$ cat src/rtl/irq_pkg.sv
// constants, field layouts and carrier types of the eight-source interrupt priority unit
// assumes a single 40 MHz clock domain and an 8-bit special-register bus
package irq_pkg;

  localparam int NUM_SRC = 8;
  localparam int NUM_LEVEL = 4;
  localparam int NUM_MODULE = 5;

  // register offsets on the byte bus
  localparam logic [7:0] ADDR_ENABLE_MAIN = 8'hA8;
  localparam logic [7:0] ADDR_PRIO_HIGH_MAIN = 8'hB7;
  localparam logic [7:0] ADDR_PRIO_LOW_MAIN = 8'hB8;
  localparam logic [7:0] ADDR_ENABLE_AUX = 8'hE8;
  localparam logic [7:0] ADDR_PRIO_HIGH_AUX = 8'hF7;
  localparam logic [7:0] ADDR_PRIO_LOW_AUX = 8'hF8;
  localparam logic [7:0] ADDR_MODULE_FLAGS = 8'hC9;
  localparam logic [7:0] ADDR_SERVICE_STATUS = 8'hCA;

  // bit space: base is the bit address with the low three bits dropped
  localparam logic [7:0] BIT_BASE_MASK = 8'hF8;

  localparam logic [7:0] REG_RESET = 8'h00;

  // implemented bits of each register; the rest read as zero
  localparam logic [7:0] MASK_ENABLE_MAIN = 8'hFF;
  localparam logic [7:0] MASK_PRIO_MAIN = 8'h7F;
  localparam logic [7:0] MASK_ENABLE_AUX = 8'h08;
  localparam logic [7:0] MASK_PRIO_AUX = 8'h10;
  localparam logic [7:0] MASK_MODULE_FLAGS = 8'h1F;

  // field positions
  localparam int POS_GLOBAL_ENABLE = 7;
  localparam int POS_COUNTER_ARRAY = 6;
  localparam int POS_TIMER2 = 5;
  localparam int POS_SERIAL = 4;
  localparam int POS_TIMER1 = 3;
  localparam int POS_EXT1 = 2;
  localparam int POS_TIMER0 = 1;
  localparam int POS_EXT0 = 0;
  localparam int POS_BROWNOUT_ENABLE = 3;
  localparam int POS_BROWNOUT_PRIO = 4;

  // source index equals service order at equal level, 0 served first
  localparam logic [2:0] SRC_EXT0 = 3'h0;
  localparam logic [2:0] SRC_BROWNOUT = 3'h1;
  localparam logic [2:0] SRC_TIMER0 = 3'h2;
  localparam logic [2:0] SRC_EXT1 = 3'h3;
  localparam logic [2:0] SRC_TIMER1 = 3'h4;
  localparam logic [2:0] SRC_COUNTER_ARRAY = 3'h5;
  localparam logic [2:0] SRC_SERIAL = 3'h6;
  localparam logic [2:0] SRC_TIMER2 = 3'h7;

  localparam logic [15:0] VEC_EXT0 = 16'h0003;
  localparam logic [15:0] VEC_BROWNOUT = 16'h004B;
  localparam logic [15:0] VEC_TIMER0 = 16'h000B;
  localparam logic [15:0] VEC_EXT1 = 16'h0013;
  localparam logic [15:0] VEC_TIMER1 = 16'h001B;
  localparam logic [15:0] VEC_COUNTER_ARRAY = 16'h0033;
  localparam logic [15:0] VEC_SERIAL = 16'h0023;
  localparam logic [15:0] VEC_TIMER2 = 16'h002B;

  typedef enum logic [1:0] {
    ST_IDLE = 2'b01,
    ST_OFFER = 2'b10
  } ctrl_state_t;

  typedef struct packed {
    logic wr;
    logic rd;
    logic [7:0] addr;
    logic [7:0] wdata;
  } reg_req_t;

  typedef struct packed {
    logic wr;
    logic rd;
    logic [7:0] addr;
    logic val;
  } bit_req_t;

  typedef struct packed {
    logic ext0_request_flag;
    logic ext1_request_flag;
    logic ext0_level_mode;
    logic ext1_level_mode;
    logic brownout_detect;
    logic timer0_overflow_flag;
    logic timer1_overflow_flag;
    logic timer2_overflow_flag;
    logic timer2_external_flag;
    logic counter_array_overflow_flag;
    logic [NUM_MODULE-1:0] match_capture_event;
    logic [NUM_MODULE-1:0] module_irq_enable;
    logic serial_tx_done_flag;
    logic serial_rx_done_flag;
    logic sync_serial_done_flag;
  } src_flags_t;

  typedef struct packed {
    logic req;
    logic [1:0] level;
    logic [15:0] vector;
  } irq_offer_t;

endpackage : irq_pkg

$ cat src/rtl/irq_priority_resolver.sv
// picks the winning pending source: highest level, then lowest index
// purely combinational; the caller registers the result
`timescale 1ns/1ps
module irq_priority_resolver
  import irq_pkg::*;
(
  // candidates
  input wire logic [NUM_SRC-1:0] pending_i,
  input wire logic [NUM_SRC-1:0][1:0] level_i,
  // winner
  output logic win_valid_o,
  output logic [2:0] win_index_o,
  output logic [1:0] win_level_o
);

  logic [NUM_SRC-1:0] win;

  for (genvar i = 0; i < NUM_SRC; i++) begin : g_src
    logic beaten;
    always_comb begin
      beaten = 1'b0;
      for (int j = 0; j < NUM_SRC; j++) begin
        if (pending_i[j] && (level_i[j] > level_i[i])) begin
          beaten = 1'b1;
        end
        if (pending_i[j] && (level_i[j] == level_i[i]) && (j < i)) begin
          beaten = 1'b1;
        end
      end
    end
    assign win[i] = pending_i[i] & ~beaten;
  end

  always_comb begin
    win_valid_o = |win;
    win_index_o = 3'h0;
    win_level_o = 2'h0;
    for (int k = 0; k < NUM_SRC; k++) begin
      if (win[k]) begin
        win_index_o = k[2:0];
        win_level_o = level_i[k];
      end
    end
  end

endmodule : irq_priority_resolver

$ cat src/rtl/irq_priority_unit.sv
// eight-source interrupt priority unit: enables, priorities, arbitration, vector offer
// assumes request flags synchronous to clock_i and a core that acks and returns by pulses
//
// Notes on behaviour
// - eight sources arbitrated over four levels
// - both serial ports share vector 0023H
// - vectors 0003H, 004BH, 000BH for first three
// - vectors 0013H, 001BH, 0033H for next three
// - counter array vector 0033H from its flags
// - equal level served in fixed polling order
// - global enable bit 7 gates all servicing
// - main enable register at A8H, seven sources
// - aux enable E8H bit 3 for brown-out
// - priority low bits at B8H
// - priority high bits at B7H, same layout
// - brown-out priority low at F8H bit 4
// - all enable and priority registers reset 00H
// - B7H and F7H byte only; others also bit access
// - brown-out priority high at F7H bit 4
// - module flags set by hardware, software clears
// - power-down wakes only on enabled level inputs
`timescale 1ns/1ps
module irq_priority_unit
  import irq_pkg::*;
(
  // clock and reset
  input wire logic clock_i,
  input wire logic srst_i,
  // byte register bus
  input wire reg_req_t reg_req_i,
  output logic [7:0] rdata_o,
  // single-bit register access
  input wire bit_req_t bit_req_i,
  output logic bit_rdata_o,
  // request sources
  input wire src_flags_t src_i,
  input wire logic power_down_i,
  // processor core handshake
  input wire logic irq_ack_i,
  input wire logic irq_return_i,
  output irq_offer_t offer_o,
  output logic wake_o
);

  typedef struct packed {
    logic [7:0] enable_main;
    logic [7:0] prio_high_main;
    logic [7:0] prio_low_main;
    logic [7:0] enable_aux;
    logic [7:0] prio_high_aux;
    logic [7:0] prio_low_aux;
    logic [NUM_MODULE-1:0] module_flags;
    logic [NUM_LEVEL-1:0] in_service;
    ctrl_state_t fsm;
    irq_offer_t offer;
    logic wake;
    logic [7:0] rdata;
    logic bit_rdata;
  } state_t;

  state_t cur;
  state_t next_cur;

  // per-source views, indexed in polling order
  logic [NUM_SRC-1:0] raw_req;
  logic [NUM_SRC-1:0] src_enable;
  logic [NUM_SRC-1:0] pending;
  logic [NUM_SRC-1:0][1:0] src_level;
  logic [NUM_SRC-1:0] prio_h;
  logic [NUM_SRC-1:0] prio_l;
  logic [NUM_SRC-1:0] pd_mask;

  // arbitration result and the gate in front of the offer
  logic win_valid;
  logic [2:0] win_index;
  logic [1:0] win_level;
  logic global_enable;
  logic any_service;
  logic [1:0] service_level;
  logic may_offer;
  logic [15:0] win_vector;

  // fixed map; no vector register, so software cannot move a handler
  function automatic logic [15:0] vector_of(input logic [2:0] idx);
    logic [15:0] v;
    v = VEC_EXT0;
    case (idx)
      SRC_EXT0: v = VEC_EXT0;
      SRC_BROWNOUT: v = VEC_BROWNOUT;
      SRC_TIMER0: v = VEC_TIMER0;
      SRC_EXT1: v = VEC_EXT1;
      SRC_TIMER1: v = VEC_TIMER1;
      SRC_COUNTER_ARRAY: v = VEC_COUNTER_ARRAY;
      SRC_SERIAL: v = VEC_SERIAL;
      SRC_TIMER2: v = VEC_TIMER2;
      default: v = VEC_EXT0;
    endcase
    return v;
  endfunction : vector_of

  // replace one bit of a register image
  function automatic logic [7:0] put_bit(input logic [7:0] old, input logic [2:0] pos,
                                         input logic val);
    logic [7:0] r;
    r = old;
    r[pos] = val;
    return r;
  endfunction : put_bit

  // source view of the registers, in polling order
  always_comb begin
    raw_req = '0;
    raw_req[SRC_EXT0] = src_i.ext0_request_flag;
    raw_req[SRC_BROWNOUT] = src_i.brownout_detect;
    raw_req[SRC_TIMER0] = src_i.timer0_overflow_flag;
    raw_req[SRC_EXT1] = src_i.ext1_request_flag;
    raw_req[SRC_TIMER1] = src_i.timer1_overflow_flag;
    raw_req[SRC_COUNTER_ARRAY] = src_i.counter_array_overflow_flag |
      (|(cur.module_flags & src_i.module_irq_enable));
    raw_req[SRC_SERIAL] = src_i.serial_tx_done_flag | src_i.serial_rx_done_flag |
      src_i.sync_serial_done_flag;
    raw_req[SRC_TIMER2] = src_i.timer2_overflow_flag | src_i.timer2_external_flag;

    src_enable = '0;
    src_enable[SRC_EXT0] = cur.enable_main[POS_EXT0];
    src_enable[SRC_BROWNOUT] = cur.enable_aux[POS_BROWNOUT_ENABLE];
    src_enable[SRC_TIMER0] = cur.enable_main[POS_TIMER0];
    src_enable[SRC_EXT1] = cur.enable_main[POS_EXT1];
    src_enable[SRC_TIMER1] = cur.enable_main[POS_TIMER1];
    src_enable[SRC_COUNTER_ARRAY] = cur.enable_main[POS_COUNTER_ARRAY];
    src_enable[SRC_SERIAL] = cur.enable_main[POS_SERIAL];
    src_enable[SRC_TIMER2] = cur.enable_main[POS_TIMER2];

    prio_l = '0;
    prio_l[SRC_EXT0] = cur.prio_low_main[POS_EXT0];
    prio_l[SRC_BROWNOUT] = cur.prio_low_aux[POS_BROWNOUT_PRIO];
    prio_l[SRC_TIMER0] = cur.prio_low_main[POS_TIMER0];
    prio_l[SRC_EXT1] = cur.prio_low_main[POS_EXT1];
    prio_l[SRC_TIMER1] = cur.prio_low_main[POS_TIMER1];
    prio_l[SRC_COUNTER_ARRAY] = cur.prio_low_main[POS_COUNTER_ARRAY];
    prio_l[SRC_SERIAL] = cur.prio_low_main[POS_SERIAL];
    prio_l[SRC_TIMER2] = cur.prio_low_main[POS_TIMER2];

    prio_h = '0;
    prio_h[SRC_EXT0] = cur.prio_high_main[POS_EXT0];
    prio_h[SRC_BROWNOUT] = cur.prio_high_aux[POS_BROWNOUT_PRIO];
    prio_h[SRC_TIMER0] = cur.prio_high_main[POS_TIMER0];
    prio_h[SRC_EXT1] = cur.prio_high_main[POS_EXT1];
    prio_h[SRC_TIMER1] = cur.prio_high_main[POS_TIMER1];
    prio_h[SRC_COUNTER_ARRAY] = cur.prio_high_main[POS_COUNTER_ARRAY];
    prio_h[SRC_SERIAL] = cur.prio_high_main[POS_SERIAL];
    prio_h[SRC_TIMER2] = cur.prio_high_main[POS_TIMER2];

    // with the clock stopped only level-mode external inputs can be seen
    pd_mask = '1;
    if (power_down_i) begin
      pd_mask = '0;
      pd_mask[SRC_EXT0] = src_i.ext0_level_mode;
      pd_mask[SRC_EXT1] = src_i.ext1_level_mode;
    end
  end

  // two-bit level, high bit on top
  for (genvar s = 0; s < NUM_SRC; s++) begin : g_level
    assign src_level[s] = {prio_h[s], prio_l[s]};
  end

  // a source counts only when flagged, enabled and visible in power-down
  assign pending = raw_req & src_enable & pd_mask;
  assign global_enable = cur.enable_main[POS_GLOBAL_ENABLE];

  // combinational winner; the offer state below registers it
  irq_priority_resolver u_resolver (
    .pending_i(pending),
    .level_i(src_level),
    .win_valid_o(win_valid),
    .win_index_o(win_index),
    .win_level_o(win_level)
  );

  // highest level currently in service
  // several levels can be set at once while routines nest
  always_comb begin
    any_service = |cur.in_service;
    service_level = 2'h0;
    for (int l = 0; l < NUM_LEVEL; l++) begin
      if (cur.in_service[l]) begin
        service_level = l[1:0];
      end
    end
  end

  // equal level never preempts, so a routine is not re-entered by its peers
  assign may_offer = win_valid && global_enable &&
    (!any_service || (win_level > service_level));
  assign win_vector = vector_of(win_index);

  always_comb begin
    logic [7:0] bit_base;
    logic [2:0] bit_pos;
    logic [7:0] rd_word;
    logic [7:0] bit_word;
    logic [NUM_LEVEL-1:0] svc;
    bit_base = bit_req_i.addr & BIT_BASE_MASK;
    bit_pos = bit_req_i.addr[2:0];
    rd_word = 8'h00;
    bit_word = 8'h00;
    svc = '0;
    next_cur = cur;

    // byte writes; unused bits are dropped so they always read zero
    if (reg_req_i.wr) begin
      case (reg_req_i.addr)
        ADDR_ENABLE_MAIN: next_cur.enable_main = reg_req_i.wdata & MASK_ENABLE_MAIN;
        ADDR_PRIO_HIGH_MAIN: next_cur.prio_high_main = reg_req_i.wdata & MASK_PRIO_MAIN;
        ADDR_PRIO_LOW_MAIN: next_cur.prio_low_main = reg_req_i.wdata & MASK_PRIO_MAIN;
        ADDR_ENABLE_AUX: next_cur.enable_aux = reg_req_i.wdata & MASK_ENABLE_AUX;
        ADDR_PRIO_HIGH_AUX: next_cur.prio_high_aux = reg_req_i.wdata & MASK_PRIO_AUX;
        ADDR_PRIO_LOW_AUX: next_cur.prio_low_aux = reg_req_i.wdata & MASK_PRIO_AUX;
        ADDR_MODULE_FLAGS: next_cur.module_flags = reg_req_i.wdata[NUM_MODULE-1:0];
        // status and unmapped addresses land here and change nothing
        default: next_cur.enable_main = cur.enable_main;
      endcase
    end

    // bit writes reach only the four bit-addressable registers
    // applied after the byte write and built from the old value, so a same-cycle pair keeps only the bit write
    if (bit_req_i.wr) begin
      case (bit_base)
        ADDR_ENABLE_MAIN: next_cur.enable_main =
          put_bit(cur.enable_main, bit_pos, bit_req_i.val) & MASK_ENABLE_MAIN;
        ADDR_PRIO_LOW_MAIN: next_cur.prio_low_main =
          put_bit(cur.prio_low_main, bit_pos, bit_req_i.val) & MASK_PRIO_MAIN;
        ADDR_ENABLE_AUX: next_cur.enable_aux =
          put_bit(cur.enable_aux, bit_pos, bit_req_i.val) & MASK_ENABLE_AUX;
        ADDR_PRIO_LOW_AUX: next_cur.prio_low_aux =
          put_bit(cur.prio_low_aux, bit_pos, bit_req_i.val) & MASK_PRIO_AUX;
        default: next_cur.enable_aux = next_cur.enable_aux;
      endcase
    end

    // hardware set wins over a software clear in the same cycle
    next_cur.module_flags = next_cur.module_flags | src_i.match_capture_event;

    // read data, one cycle after the strobe, zero when unmapped
    // forced to zero outside its slot so several slaves can be or-ed
    case (reg_req_i.addr)
      ADDR_ENABLE_MAIN: rd_word = cur.enable_main;
      ADDR_PRIO_HIGH_MAIN: rd_word = cur.prio_high_main;
      ADDR_PRIO_LOW_MAIN: rd_word = cur.prio_low_main;
      ADDR_ENABLE_AUX: rd_word = cur.enable_aux;
      ADDR_PRIO_HIGH_AUX: rd_word = cur.prio_high_aux;
      ADDR_PRIO_LOW_AUX: rd_word = cur.prio_low_aux;
      ADDR_MODULE_FLAGS: rd_word = {3'h0, cur.module_flags};
      ADDR_SERVICE_STATUS: rd_word = {cur.in_service, 4'h0} | {4'h0, cur.fsm, service_level};
      default: rd_word = 8'h00;
    endcase
    next_cur.rdata = reg_req_i.rd ? rd_word : 8'h00;

    case (bit_base)
      ADDR_ENABLE_MAIN: bit_word = cur.enable_main;
      ADDR_PRIO_LOW_MAIN: bit_word = cur.prio_low_main;
      ADDR_ENABLE_AUX: bit_word = cur.enable_aux;
      ADDR_PRIO_LOW_AUX: bit_word = cur.prio_low_aux;
      default: bit_word = 8'h00;
    endcase
    next_cur.bit_rdata = bit_req_i.rd ? bit_word[bit_pos] : 1'b0;

    // in-service levels: a return retires the highest, an ack enters the offered one
    // return goes first so a same-cycle return and ack nest correctly
    svc = cur.in_service;
    if (irq_return_i && any_service) begin
      svc[service_level] = 1'b0;
    end
    if (irq_ack_i && cur.offer.req) begin
      svc[cur.offer.level] = 1'b1;
    end
    next_cur.in_service = svc;

    // offer stays live while arbitration still allows it; ack withdraws it for a cycle
    case (cur.fsm)
      ST_IDLE: begin
        if (may_offer) begin
          next_cur.fsm = ST_OFFER;
        end
      end
      ST_OFFER: begin
        if (irq_ack_i || !may_offer) begin
          next_cur.fsm = ST_IDLE;
        end
      end
      default: next_cur.fsm = ST_IDLE;
    endcase

    if (next_cur.fsm == ST_OFFER) begin
      next_cur.offer.req = 1'b1;
      next_cur.offer.level = win_level;
      next_cur.offer.vector = win_vector;
    end else begin
      next_cur.offer.req = 1'b0;
      next_cur.offer.level = 2'h0;
      next_cur.offer.vector = 16'h0000;
    end

    // wake needs no global enable: the core restarts and then arbitrates
    next_cur.wake = power_down_i && (|pending);
  end

  always_ff @(posedge clock_i) begin
    if (srst_i) begin
      cur.enable_main <= REG_RESET;
      cur.prio_high_main <= REG_RESET;
      cur.prio_low_main <= REG_RESET;
      cur.enable_aux <= REG_RESET;
      cur.prio_high_aux <= REG_RESET;
      cur.prio_low_aux <= REG_RESET;
      // service state is not a software register but must start clear too
      cur.module_flags <= '0;
      cur.in_service <= '0;
      cur.fsm <= ST_IDLE;
      cur.offer <= '0;
      cur.wake <= 1'b0;
      cur.rdata <= 8'h00;
      cur.bit_rdata <= 1'b0;
    end else begin
      cur <= next_cur;
    end
  end


  // outputs are state fields, nothing sits after the flops
  assign rdata_o = cur.rdata;
  assign bit_rdata_o = cur.bit_rdata;
  assign offer_o = cur.offer;
  assign wake_o = cur.wake;

endmodule : irq_priority_unit

$ cat config.mk
export PLATFORM = sky130hd
export DESIGN_NAME = irq_priority_unit
export DESIGN_NICKNAME = d
export VERILOG_FILES = /design/src/rtl/irq_pkg.sv /design/src/rtl/irq_priority_resolver.sv /design/src/rtl/irq_priority_unit.sv
export SDC_FILE = /design/constraint.sdc
export NUM_CORES = 1
export LEC_CHECK = 0
export BUFFER_PORTS_ARGS = -buffer_cell sky130_fd_sc_hd__buf_2
export CELL_PAD_IN_SITES_DETAIL_PLACEMENT = 2
export CELL_PAD_IN_SITES_GLOBAL_PLACEMENT = 2
export CORE_ASPECT_RATIO = 0.6
export CORE_MARGIN = 8
export CORE_UTILIZATION = 35
export DETAILED_ROUTE_END_ITERATION = 10
export PLACE_DENSITY = 0.86
export SLEW_MARGIN = 0
export SYNTH_ARGS = -nofsm -noshare
export SYNTH_HDL_FRONTEND = slang
export SYNTH_SLANG_ARGS = --single-unit
$ cat constraint.sdc
create_clock -name clock_i -period 4.85 [get_ports clock_i]
set_input_delay 0.97 -clock clock_i [delete_from_list [all_inputs] [get_ports clock_i]]
set_output_delay 0.97 -clock clock_i [all_outputs]
set_load 0.05 [all_outputs]
==> results of run 1 <==
==> how the worst max path moves through the flow <==
stage | endpoint | slack, ns
floorplan | offer_o[5] | 0.63
global placement | offer_o[5] | 0.14
detailed placement | offer_o[17] | -0.26
CTS | offer_o[17] | 0.03
global route | offer_o[5] | -0.04
finish | offer_o[5] | 0.15
==> logic make-up (layout without fill, tap and decap cells) <==
family          count (synthesis)  in the layout  share of synthesized area [%]
other cells                     1             10                         0.0676
buf+inv                        87            162                           7.76
compound gates                161            161                           21.2
mux                            32             32                           8.10
simple gates                  234            234                           23.8
fa+ha+maj                      62             62                           14.0
xor+xnor                        1              1                          0.158
flops                          69             69                           24.9
==> repair_timing <==
item                       CTS  global route
resized for setup            2            23
setup endpoints to repair    7            10
pin swaps                    0             2
setup buffers                0             6
==> cells in the mapped netlist, types with 3 or more instances <==
cell / count / area (sq um)
dfxtp_1: 69 / 1380
ha_1: 62 / 776
nor2_1: 46 / 173
nand2_1: 43 / 161
a21oi_1: 41 / 205
inv_1: 37 / 139
nor2b_1: 30 / 188
buf_4: 27 / 203
nor3_1: 25 / 125
o21ai_0: 24 / 120
mux2i_1: 19 / 190
and2_1: 17 / 106
clkbuf_1: 16 / 60.1
nand3_1: 13 / 65.1
nand2b_1: 12 / 75.1
a221oi_1: 11 / 96.3
mux4_2: 10 / 225
a22oi_1: 9 / 67.6
a2bb2oi_1: 7 / 61.3
o22ai_1: 7 / 43.8
a222oi_1: 6 / 60.1
nand4_1: 6 / 37.5
a221o_1: 5 / 50.1
nor3b_1: 5 / 37.5
o32ai_1: 5 / 43.8
or3_1: 5 / 31.3
a211oi_1: 4 / 30.0
a31oi_1: 4 / 25.0
buf_1: 4 / 15.0
o2111ai_1: 4 / 35.0
o221ai_1: 4 / 35.0
a22o_1: 3 / 26.3
and3_1: 3 / 18.8
mux2_2: 3 / 33.8
nand3b_1: 3 / 22.5
nand4b_1: 3 / 26.3
nor4_1: 3 / 18.8
nor4_2: 3 / 37.5
o211ai_1: 3 / 22.5
o21a_1: 3 / 22.5
==> metal layers <==
layer	global-route usage [%]	wire length, um
met5	0	0
met4	7.95	629
met3	5.51	2140
met2	37.7	11100
met1	32.2	11000
==> worst register-to-register path, delay by kind of cell, from the launching register on <==
kind	cells	cell delay [ns]
AND/OR/NAND/NOR	6	1.50
AO/OA/AOI/OAI	8	1.74
buffers and inverters	2	0.28
adder cells (fa/ha/maj)	2	0.69
flip-flops	1	0.41
==> registers in the layout, summed over array words and instances (netlist names) <==
| name | count |
|---|---|
| cur | 51 |
| offer_o | 8 |
| rdata_o | 8 |
| bit_rdata_o | 1 |
| wake_o | 1 |
==> report_power, final <==
part	switching [mW]	internal, mW
sequential	0.00807	0.572
clock	0.279	0.416
combinational	0.110	0.0520
total	0.398	1.04
==> layout make-up <==
type / count / area [sq um] / share of cell area (%)
clock buffer: 10 / 239 / 3.63
clock inverter: 6 / 70.1 / 1.06
inverter: 38 / 150 / 2.28
multi-input combinational: 500 / 3870 / 58.7
sequential: 69 / 1390 / 21.1
tap: 203 / 254 / 3.85
timing repair buffer: 108 / 623 / 9.46
==> placed cells by master, fill, tap and decap left out, types with 5 or more instances in the layout <==
cell,Yosys,final
o21ai_1,0,6
mux4_2,10,10
o32ai_1,5,5
inv_1,37,35
nand2_1,43,43
a222oi_1,6,6
ha_1,62,61
nand2b_1,12,12
nor3_1,25,25
clkbuf_16,0,9
nand3_1,13,13
a22oi_1,9,9
nor2b_1,30,30
a221o_1,5,5
dfxtp_2,0,5
buf_4,27,33
a21oi_1,41,40
mux2i_1,19,19
nor2_1,46,46
conb_1,1,10
buf_2,2,75
nor3b_1,5,5
nand4_1,6,6
dfxtp_1,69,64
o21ai_0,24,18
and2_1,17,17
a221oi_1,11,11
or3_1,5,5
o22ai_1,7,7
==> impl_metrics.tcl, run 1 <==
set metrics [dict create \
    status "complete, no violations" \
    final_cells 934 \
    pin_count 86 \
    timing.rr.end "offer_o[5]" \
    hold_end "cur[47]" \
    start_util_pct 36.0 \
    core_area_sq_um 15400 \
    hold_slack_ns 0.496 \
    path_clk_slew_ns 0.07 \
    setup_violations 0 \
    netlist_instances 647 \
    wl_per_cell_um 26.6 \
    postCtsHoldBufs 0 \
    timing.slew.headroom_pct 31.7 \
    yosysSeqAreaShare_pct 24.9 \
    fin_nets 845 \
    cts.sinks 69 \
    worstReg2RegStart "cur[73]" \
    worst-path-stages 18 \
    reg2regPathDepth 18 \
    synth-async-reset-ratio_pct 0 \
    drc 0 \
    dieArea_sq_um 20300 \
    cts-buffers-inserted 9 \
    fin_crit_sh_pct 96.9 \
    syn_area_per_cell_sq_um 8.57 \
    ir_drop_mv 0.115 \
    gp_congestion 0.960 \
    drv_slew 0 \
    cp_max_fo 9 \
    dieWidth_um 179 \
    antenna_found_initial 0 \
    path_buf_inv 2 \
    synth_edf_count 0 \
    p_total_mw 1.44 \
    grt_overflow 0 \
    setup.worst_path.class "register to register" \
    cts_buffer_depth 2 \
    worst_ep_arrival_time_ns 4.96 \
    worst_pin_slew_ns 1.01 \
    critPathCaptureType "register" \
    slowest_stage "dfxtp_2" \
    hold_depth 1 \
    power_density_nw_per_um2 218 \
    place_area_sq_um 6130 \
    syn_area_sq_um 5550 \
    synth-warning-count 0 \
    ant_nets 0 \
    fmax_mhz 213 \
    slowest_delay_ns 0.41 \
    finClkSkew_ns 0.0110 \
    crit_path_start "cur[73]" \
    num_vias 5808 \
    syn2layout_area_growth_pct 18.8 \
    crit_required_ns 5.11 \
    cpLargestDelayFamily "compound AO/OA/AOI/OAI gates" \
    die_y_um 114 \
    wirelength_um 24900 \
    cts-root-buf "clkbuf_16" \
    grt_use_total_pct 24.1 \
    hp-start "cur[47]" \
    finalSetupTns_ns 0 \
    synth_top_flop_cell "dfxtp_1" \
    via_per_inst 6.22 \
    grt_pass1_wl_um 37300 \
    dpl_worst_slack_ns -0.261 \
    finalCriticalPeriod_ns 4.70 \
    grt_pass1_vias 6245 \
    insertion_delay_ns 0.35 \
    utilization_pct 42.8 \
    maxCapViolations 0 \
    diodes 0 \
    crit_path_start_kind "register" \
    timing.final.ws_setup_ns 0.151 \
    final_cell_area_sq_um 6590 \
    hold_path_class "register to register" \
    leakage_nw 2.73 \
    h-tree-depth 3 \
    row_count 35 \
    dp_hpwl_um 19300 \
    ys_seq_elements 69 \
    grt_max_degree 43 \
    placedCellCount 912 \
    hold_violations 0 \
    io_buffers 75 \
    synth_cell_type_count 75 \
    crit_chain "clkinvlp_4 > ha_1 > nor2b_1 > a2bb2oi_2 > o221ai_1 > nor4b_4 > a21boi_0 > a31oi_4 > nor2_1 > ha_1 > nor2b_1 > a2bb2oi_1 > o21a_1 > inv_1 > or3_1 > a31oi_2 > o221ai_4 > nor4b_2" \
    dr.pass1.iters 5 \
    drive_gt1_share_pct 24.4 \
    drt-initial-drc-count 558 \
    cts_tree "done" \
    fillCellCount 1723 \
    reg2reg_setup_slack_ns 0.15 \
]
Note: power is estimated with default switching activity, not from simulation.
==> run 2: changes to the inputs <==
Settings changed: CORE_MARGIN 8 to 2.
==> run 2 against run 1 <==
Compared with the run above:
- global-route usage rose by 5.9 points
- clock power fell by 2%
- worst setup slack improved by 0.011 ns
- die area fell by 17%
- clock skew rose by 0.0019 ns
- critical endpoint is now offer_o[6]
- non-clock buffer count fell by 6
- combinational power barely moved
- final area fell by 1.8%
- critical path depth rose by 1
- sequential power barely moved
- largest cell class unchanged
- wire length rose by 1.5%
- sequential share of layout area rose by 0.40 points
==> impl_metrics.tcl, run 2 (synthesis results as in run 1) <==
set metrics [dict create \
    cts-buffers-inserted 9 \
    finalCriticalPeriod_ns 4.69 \
    postCtsHoldBufs 0 \
    clock_power_share_pct 48.0 \
    ir_drop_mv 0.140 \
    worst-path-stages 19 \
    utilization_pct 42.0 \
    endpoint "offer_o[6]" \
    critPathCaptureType "register" \
    io_buffers 75 \
    num_vias 5798 \
    p_total_mw 1.42 \
    internal_power_mw 1.02 \
    hold_path_class "register to register" \
    timing.final.ws_setup_ns 0.162 \
    row_count 35 \
    dr.pass1.iters 5 \
    status "complete, no violations" \
    diodes 0 \
    antenna_found_initial 0 \
    h-tree-depth 3 \
    drt-initial-drc-count 514 \
    cpLargestDelayFamily "compound AO/OA/AOI/OAI gates" \
    cts.sinks 69 \
    cts_buffer_depth 2 \
    leakage_nw 2.67 \
    path_clk_slew_ns 0.07 \
    dieWidth_um 167 \
    via_per_inst 6.25 \
    syn2layout_area_growth_pct 16.6 \
    drive_gt1_share_pct 23.2 \
    cts_tree "done" \
    dp_hpwl_um 19300 \
    netSwitchingFraction_pct 28.5 \
    fin_nets 839 \
    timing.slew.headroom_pct 33.5 \
    slowest_stage "or4_1" \
    maxCapViolations 0 \
    insertion_delay_ns 0.35 \
    place_area_sq_um 6110 \
    drv_slew 0 \
    fin_crit_sh_pct 96.7 \
    timing.rr.end "offer_o[6]" \
    power_density_nw_per_um2 220 \
    drc 0 \
    grt_pass1_wl_um 38000 \
    dpl_worst_slack_ns -0.0559 \
    largest_reg_flops 51 \
    gp_congestion 0.946 \
    seq_power_share_pct 40.7 \
    hold_violations 0 \
    switchingPower_uw 407 \
    core_area_sq_um 15400 \
    hold_slack_ns 0.495 \
    grt_pass1_vias 6182 \
    cts-root-buf "clkbuf_16" \
    cp_max_fo 9 \
    start_util_pct 36.0 \
    finClkSkew_ns 0.0130 \
    top_register "cur" \
    setup_violations 0 \
    fmax_mhz 213 \
    final_cell_area_sq_um 6470 \
    layout_commonest_cell "buf_2" \
    crit_required_ns 5.10 \
    final_cell_mix "buf_2, dfxtp_1, ha_1" \
    reg2reg_setup_slack_ns 0.16 \
    worst_ep_arrival_time_ns 4.94 \
    crit_path_start_kind "register" \
    fillCellCount 1736 \
    setup.worst_path.class "register to register" \
    crit_chain "clkinvlp_4 > ha_1 > nor2b_1 > o21ai_0 > o221ai_1 > nor4b_4 > a221o_1 > nand2_1 > a31oi_1 > nor2_1 > ha_1 > nor2b_1 > a2bb2oi_1 > o21a_1 > inv_1 > or4_1 > a31oi_2 > a211oi_4 > nor3b_1" \
    pin_count 86 \
    die_y_um 102 \
    grt_max_degree 43 \
    path_buf_inv 2 \
    wirelength_um 25200 \
    ant_nets 0 \
    dieArea_sq_um 16900 \
    grt_overflow 0 \
    worst_pin_slew_ns 0.992 \
    worstReg2RegStart "cur[73]" \
    wl_per_cell_um 27.2 \
    crit_path_start "cur[73]" \
    reg2regPathDepth 19 \
    grt_use_total_pct 30.0 \
    slowest_delay_ns 0.45 \
    share_comb_of_total_power_pct 11.3 \
]
[run 2: power by group through the flow]
stage	logic, mW	clock network, mW	registers [mW]
after floorplan	0.0912	0	0.589
after global placement	0.144	0	0.592
after detailed placement	0.152	0	0.593
after CTS	0.155	0.690	0.580
after global routing	0.171	0.717	0.580
final	0.160	0.684	0.580
[run 2: area by class of cell]
type	instances	area, sq um	share of cell area (%)
Multi-Input combinational cell	500	3810	59.0
Tap cell	203	254	3.93
Inverter	38	146	2.26
Clock buffer	9	225	3.48
Sequential cell	69	1390	21.5
Timing Repair Buffer	102	578	8.94
Clock inverter	6	63.8	0.986
[run 2: per-layer routing]
layer  GRT usage (%)  routed length [um]
met1            40.2               11400
met2            47.4               11100
met3            7.07                1980
met4            11.6                 813
met5               0                   0
[run 2: how the worst min path moves through the flow]
stage | from | endpoint | slack, ns | cells after the start
floorplan | cur[40] | cur[40] | 0.45 | 1
CTS | cur[42] | cur[42] | 0.50 | 1
finish | cur[42] | cur[42] | 0.49 | 1
detailed placement | cur[42] | cur[42] | 0.48 | 1
global placement | cur[43] | cur[43] | 0.47 | 1
global route | cur[47] | cur[47] | 0.51 | 1
[run 2: per-stage QoR]
step | setup TNS [ns] | cells
after CTS | 0 | 924
final | 0 | 927
after global routing | -0.0353 | 927
after global placement | 0 | 909
after detailed placement | -0.173 | 909
after floorplan | 0 | 656
[run 2: what timing repair did]
action	4_1_cts	5_1_grt
resized for setup	1	14
pin swaps	0	1
endpoints found under the setup margin	4	10
gates cloned	0	0
setup buffers	0	3
[run 2: worst register-to-register path: cells and delay by family (launching register included)]
kind / cells / cell delay (ns)
compound gates: 8 / 1.69
simple gates: 7 / 1.56
fa+ha+maj: 2 / 0.65
flops: 1 / 0.41
buf+inv: 2 / 0.28
==> run 3: changes to the inputs <==
Settings changed: SETUP_SLACK_MARGIN set to 0.3.
==> run 3 against run 2 <==
Compared with the run above:
- clock skew is 0.0030 ns higher
- die area stayed put
- sequential power hardly changed
- worst setup slack better by 0.28 ns
- largest cell class unchanged
==> impl_metrics.tcl, run 3 (synthesis results as in run 1) <==
set metrics [dict create \
    insertion_delay_ns 0.35 \
    crit_path_start "power_down_i" \
    start_util_pct 36.0 \
    antenna_found_initial 1 \
    drv_slew 0 \
    final_cell_mix "buf_2, ha_1, dfxtp_1" \
    dieWidth_um 167 \
    dieArea_sq_um 16900 \
    path_clk_slew_ns 0.07 \
    gp_congestion 0.946 \
    critPathCaptureType "register" \
    setup.worst_path.class "primary input to register" \
    grt_use_total_pct 30.0 \
    timing.final.ws_setup_ns 0.446 \
    multi_input_comb_area_sq_um 3960 \
    hold_violations 0 \
    power_density_nw_per_um2 217 \
    timing.rr.end "offer_o[5]" \
    core_area_sq_um 15400 \
    pin_count 86 \
    regArea_sq_um 1390 \
    cts_tree "done" \
    grt_pass1_vias 6194 \
    cts.sinks 69 \
    io_buffers 75 \
    crit_required_ns 5.12 \
    grt_overflow 0 \
    hold_slack_ns 0.494 \
    dpl_worst_slack_ns -0.0559 \
    final_cells 928 \
    finalCriticalPeriod_ns 4.40 \
    drt-initial-drc-count 555 \
    cts_buffer_depth 2 \
    dp_hpwl_um 19300 \
    leakage_nw 2.69 \
    fmax_mhz 227 \
    dr.pass1.iters 5 \
    fillCellCount 1714 \
    setup_violations 0 \
    syn2layout_area_growth_pct 19.5 \
    reg2reg_setup_slack_ns 0.46 \
    worst_ep_arrival_time_ns 4.67 \
    ir_drop_mv 0.142 \
    wl_per_cell_um 27.8 \
    crit_path_start_kind "primary input" \
    finClkSkew_ns 0.0159 \
    worstReg2RegStart "cur[74]" \
    drive_gt1_share_pct 26.1 \
    top_register "cur" \
    hold_path_class "register to register" \
    ant_nets 0 \
    grt_max_degree 43 \
    h-tree-depth 3 \
    utilization_pct 43.0 \
    largest_reg_flops 51 \
    drc 0 \
    status "complete, no violations" \
    num_vias 5793 \
    fin_crit_sh_pct 90.8 \
    cp_max_fo 8 \
    grt_pass1_wl_um 38000 \
    placedCellCount 909 \
    row_count 35 \
    maxCapViolations 0 \
    timing.slew.headroom_pct 29.0 \
    via_per_inst 6.24 \
    reg2regPathDepth 20 \
    cts-buffers-inserted 9 \
    wirelength_um 25800 \
    die_y_um 102 \
    worst_pin_slew_ns 1.06 \
    layout_commonest_cell "buf_2" \
    endpoint "offer_o[5]" \
    grt_setup_unrepaired "no" \
    cts-root-buf "clkbuf_16" \
    fin_nets 840 \
    postCtsHoldBufs 0 \
    diodes 0 \
]
## run 3: critical path, stage by stage
cell and delay, ns:
buf_2 0.22, and2b_2 0.29, nand2_1 0.21, o221ai_2 0.16
nor4b_2 0.43, buf_4 0.22, a22oi_1 0.09, nand4_1 0.13
o221ai_1 0.18, ha_1 0.24, nor2b_1 0.14, a2bb2oi_1 0.17
o21a_1 0.13, inv_1 0.05, or3_1 0.35, a31oi_4 0.23
o221ai_4 0.17, nor4b_2 0.27
## run 3: worst min-delay path by stage
stage	start	endpoint	slack [ns]	cells after the start
3_3_place_gp	cur[43]	cur[43]	0.47	1
4_1_cts	cur[42]	cur[42]	0.50	1
5_1_grt	cur[47]	cur[47]	0.51	1
2_1_floorplan	cur[40]	cur[40]	0.45	1
3_5_place_dp	cur[42]	cur[42]	0.48	1
6_report	cur[42]	cur[42]	0.49	1
## run 3: timing repair
action                                  4_1_cts  5_1_grt
gates cloned                                  0        1
endpoints found under the setup margin       10       10
gates resized for setup                      14       29
buffers inserted                              2        1
hold endpoints to repair                      0        0
pin swaps                                     1        2
## run 3: layout make-up
cell class,instances,area share (%)
clock buffers,9,3.40
clock inverters,6,0.963
inverters,38,2.21
multi-input cells,501,59.7
flip-flops and latches,69,21.0
well taps,203,3.83
repair buffers,102,8.91
## run 3: through the flow
stage	area (sq um)	TNS (ns)	total power, mW
after floorplan	5580	0	0.680
after global placement	6110	0	0.736
after detailed placement	6110	-0.173	0.745
after CTS	6430	0	1.42
after global routing	6630	0	1.48
final	6630	0	1.44
## run 3: power breakdown
group / switching, mW / internal, mW
clock: 0.295 / 0.396
combinational: 0.113 / 0.0515
sequential: 0.00841 / 0.572
total: 0.416 / 1.02
## run 3: layer usage
layer  global-route usage (%)  wire, um
met1                     40.1     11500
met2                     47.7     11700
met3                     6.99      1940
met4                     11.3       760
met5                        0         0
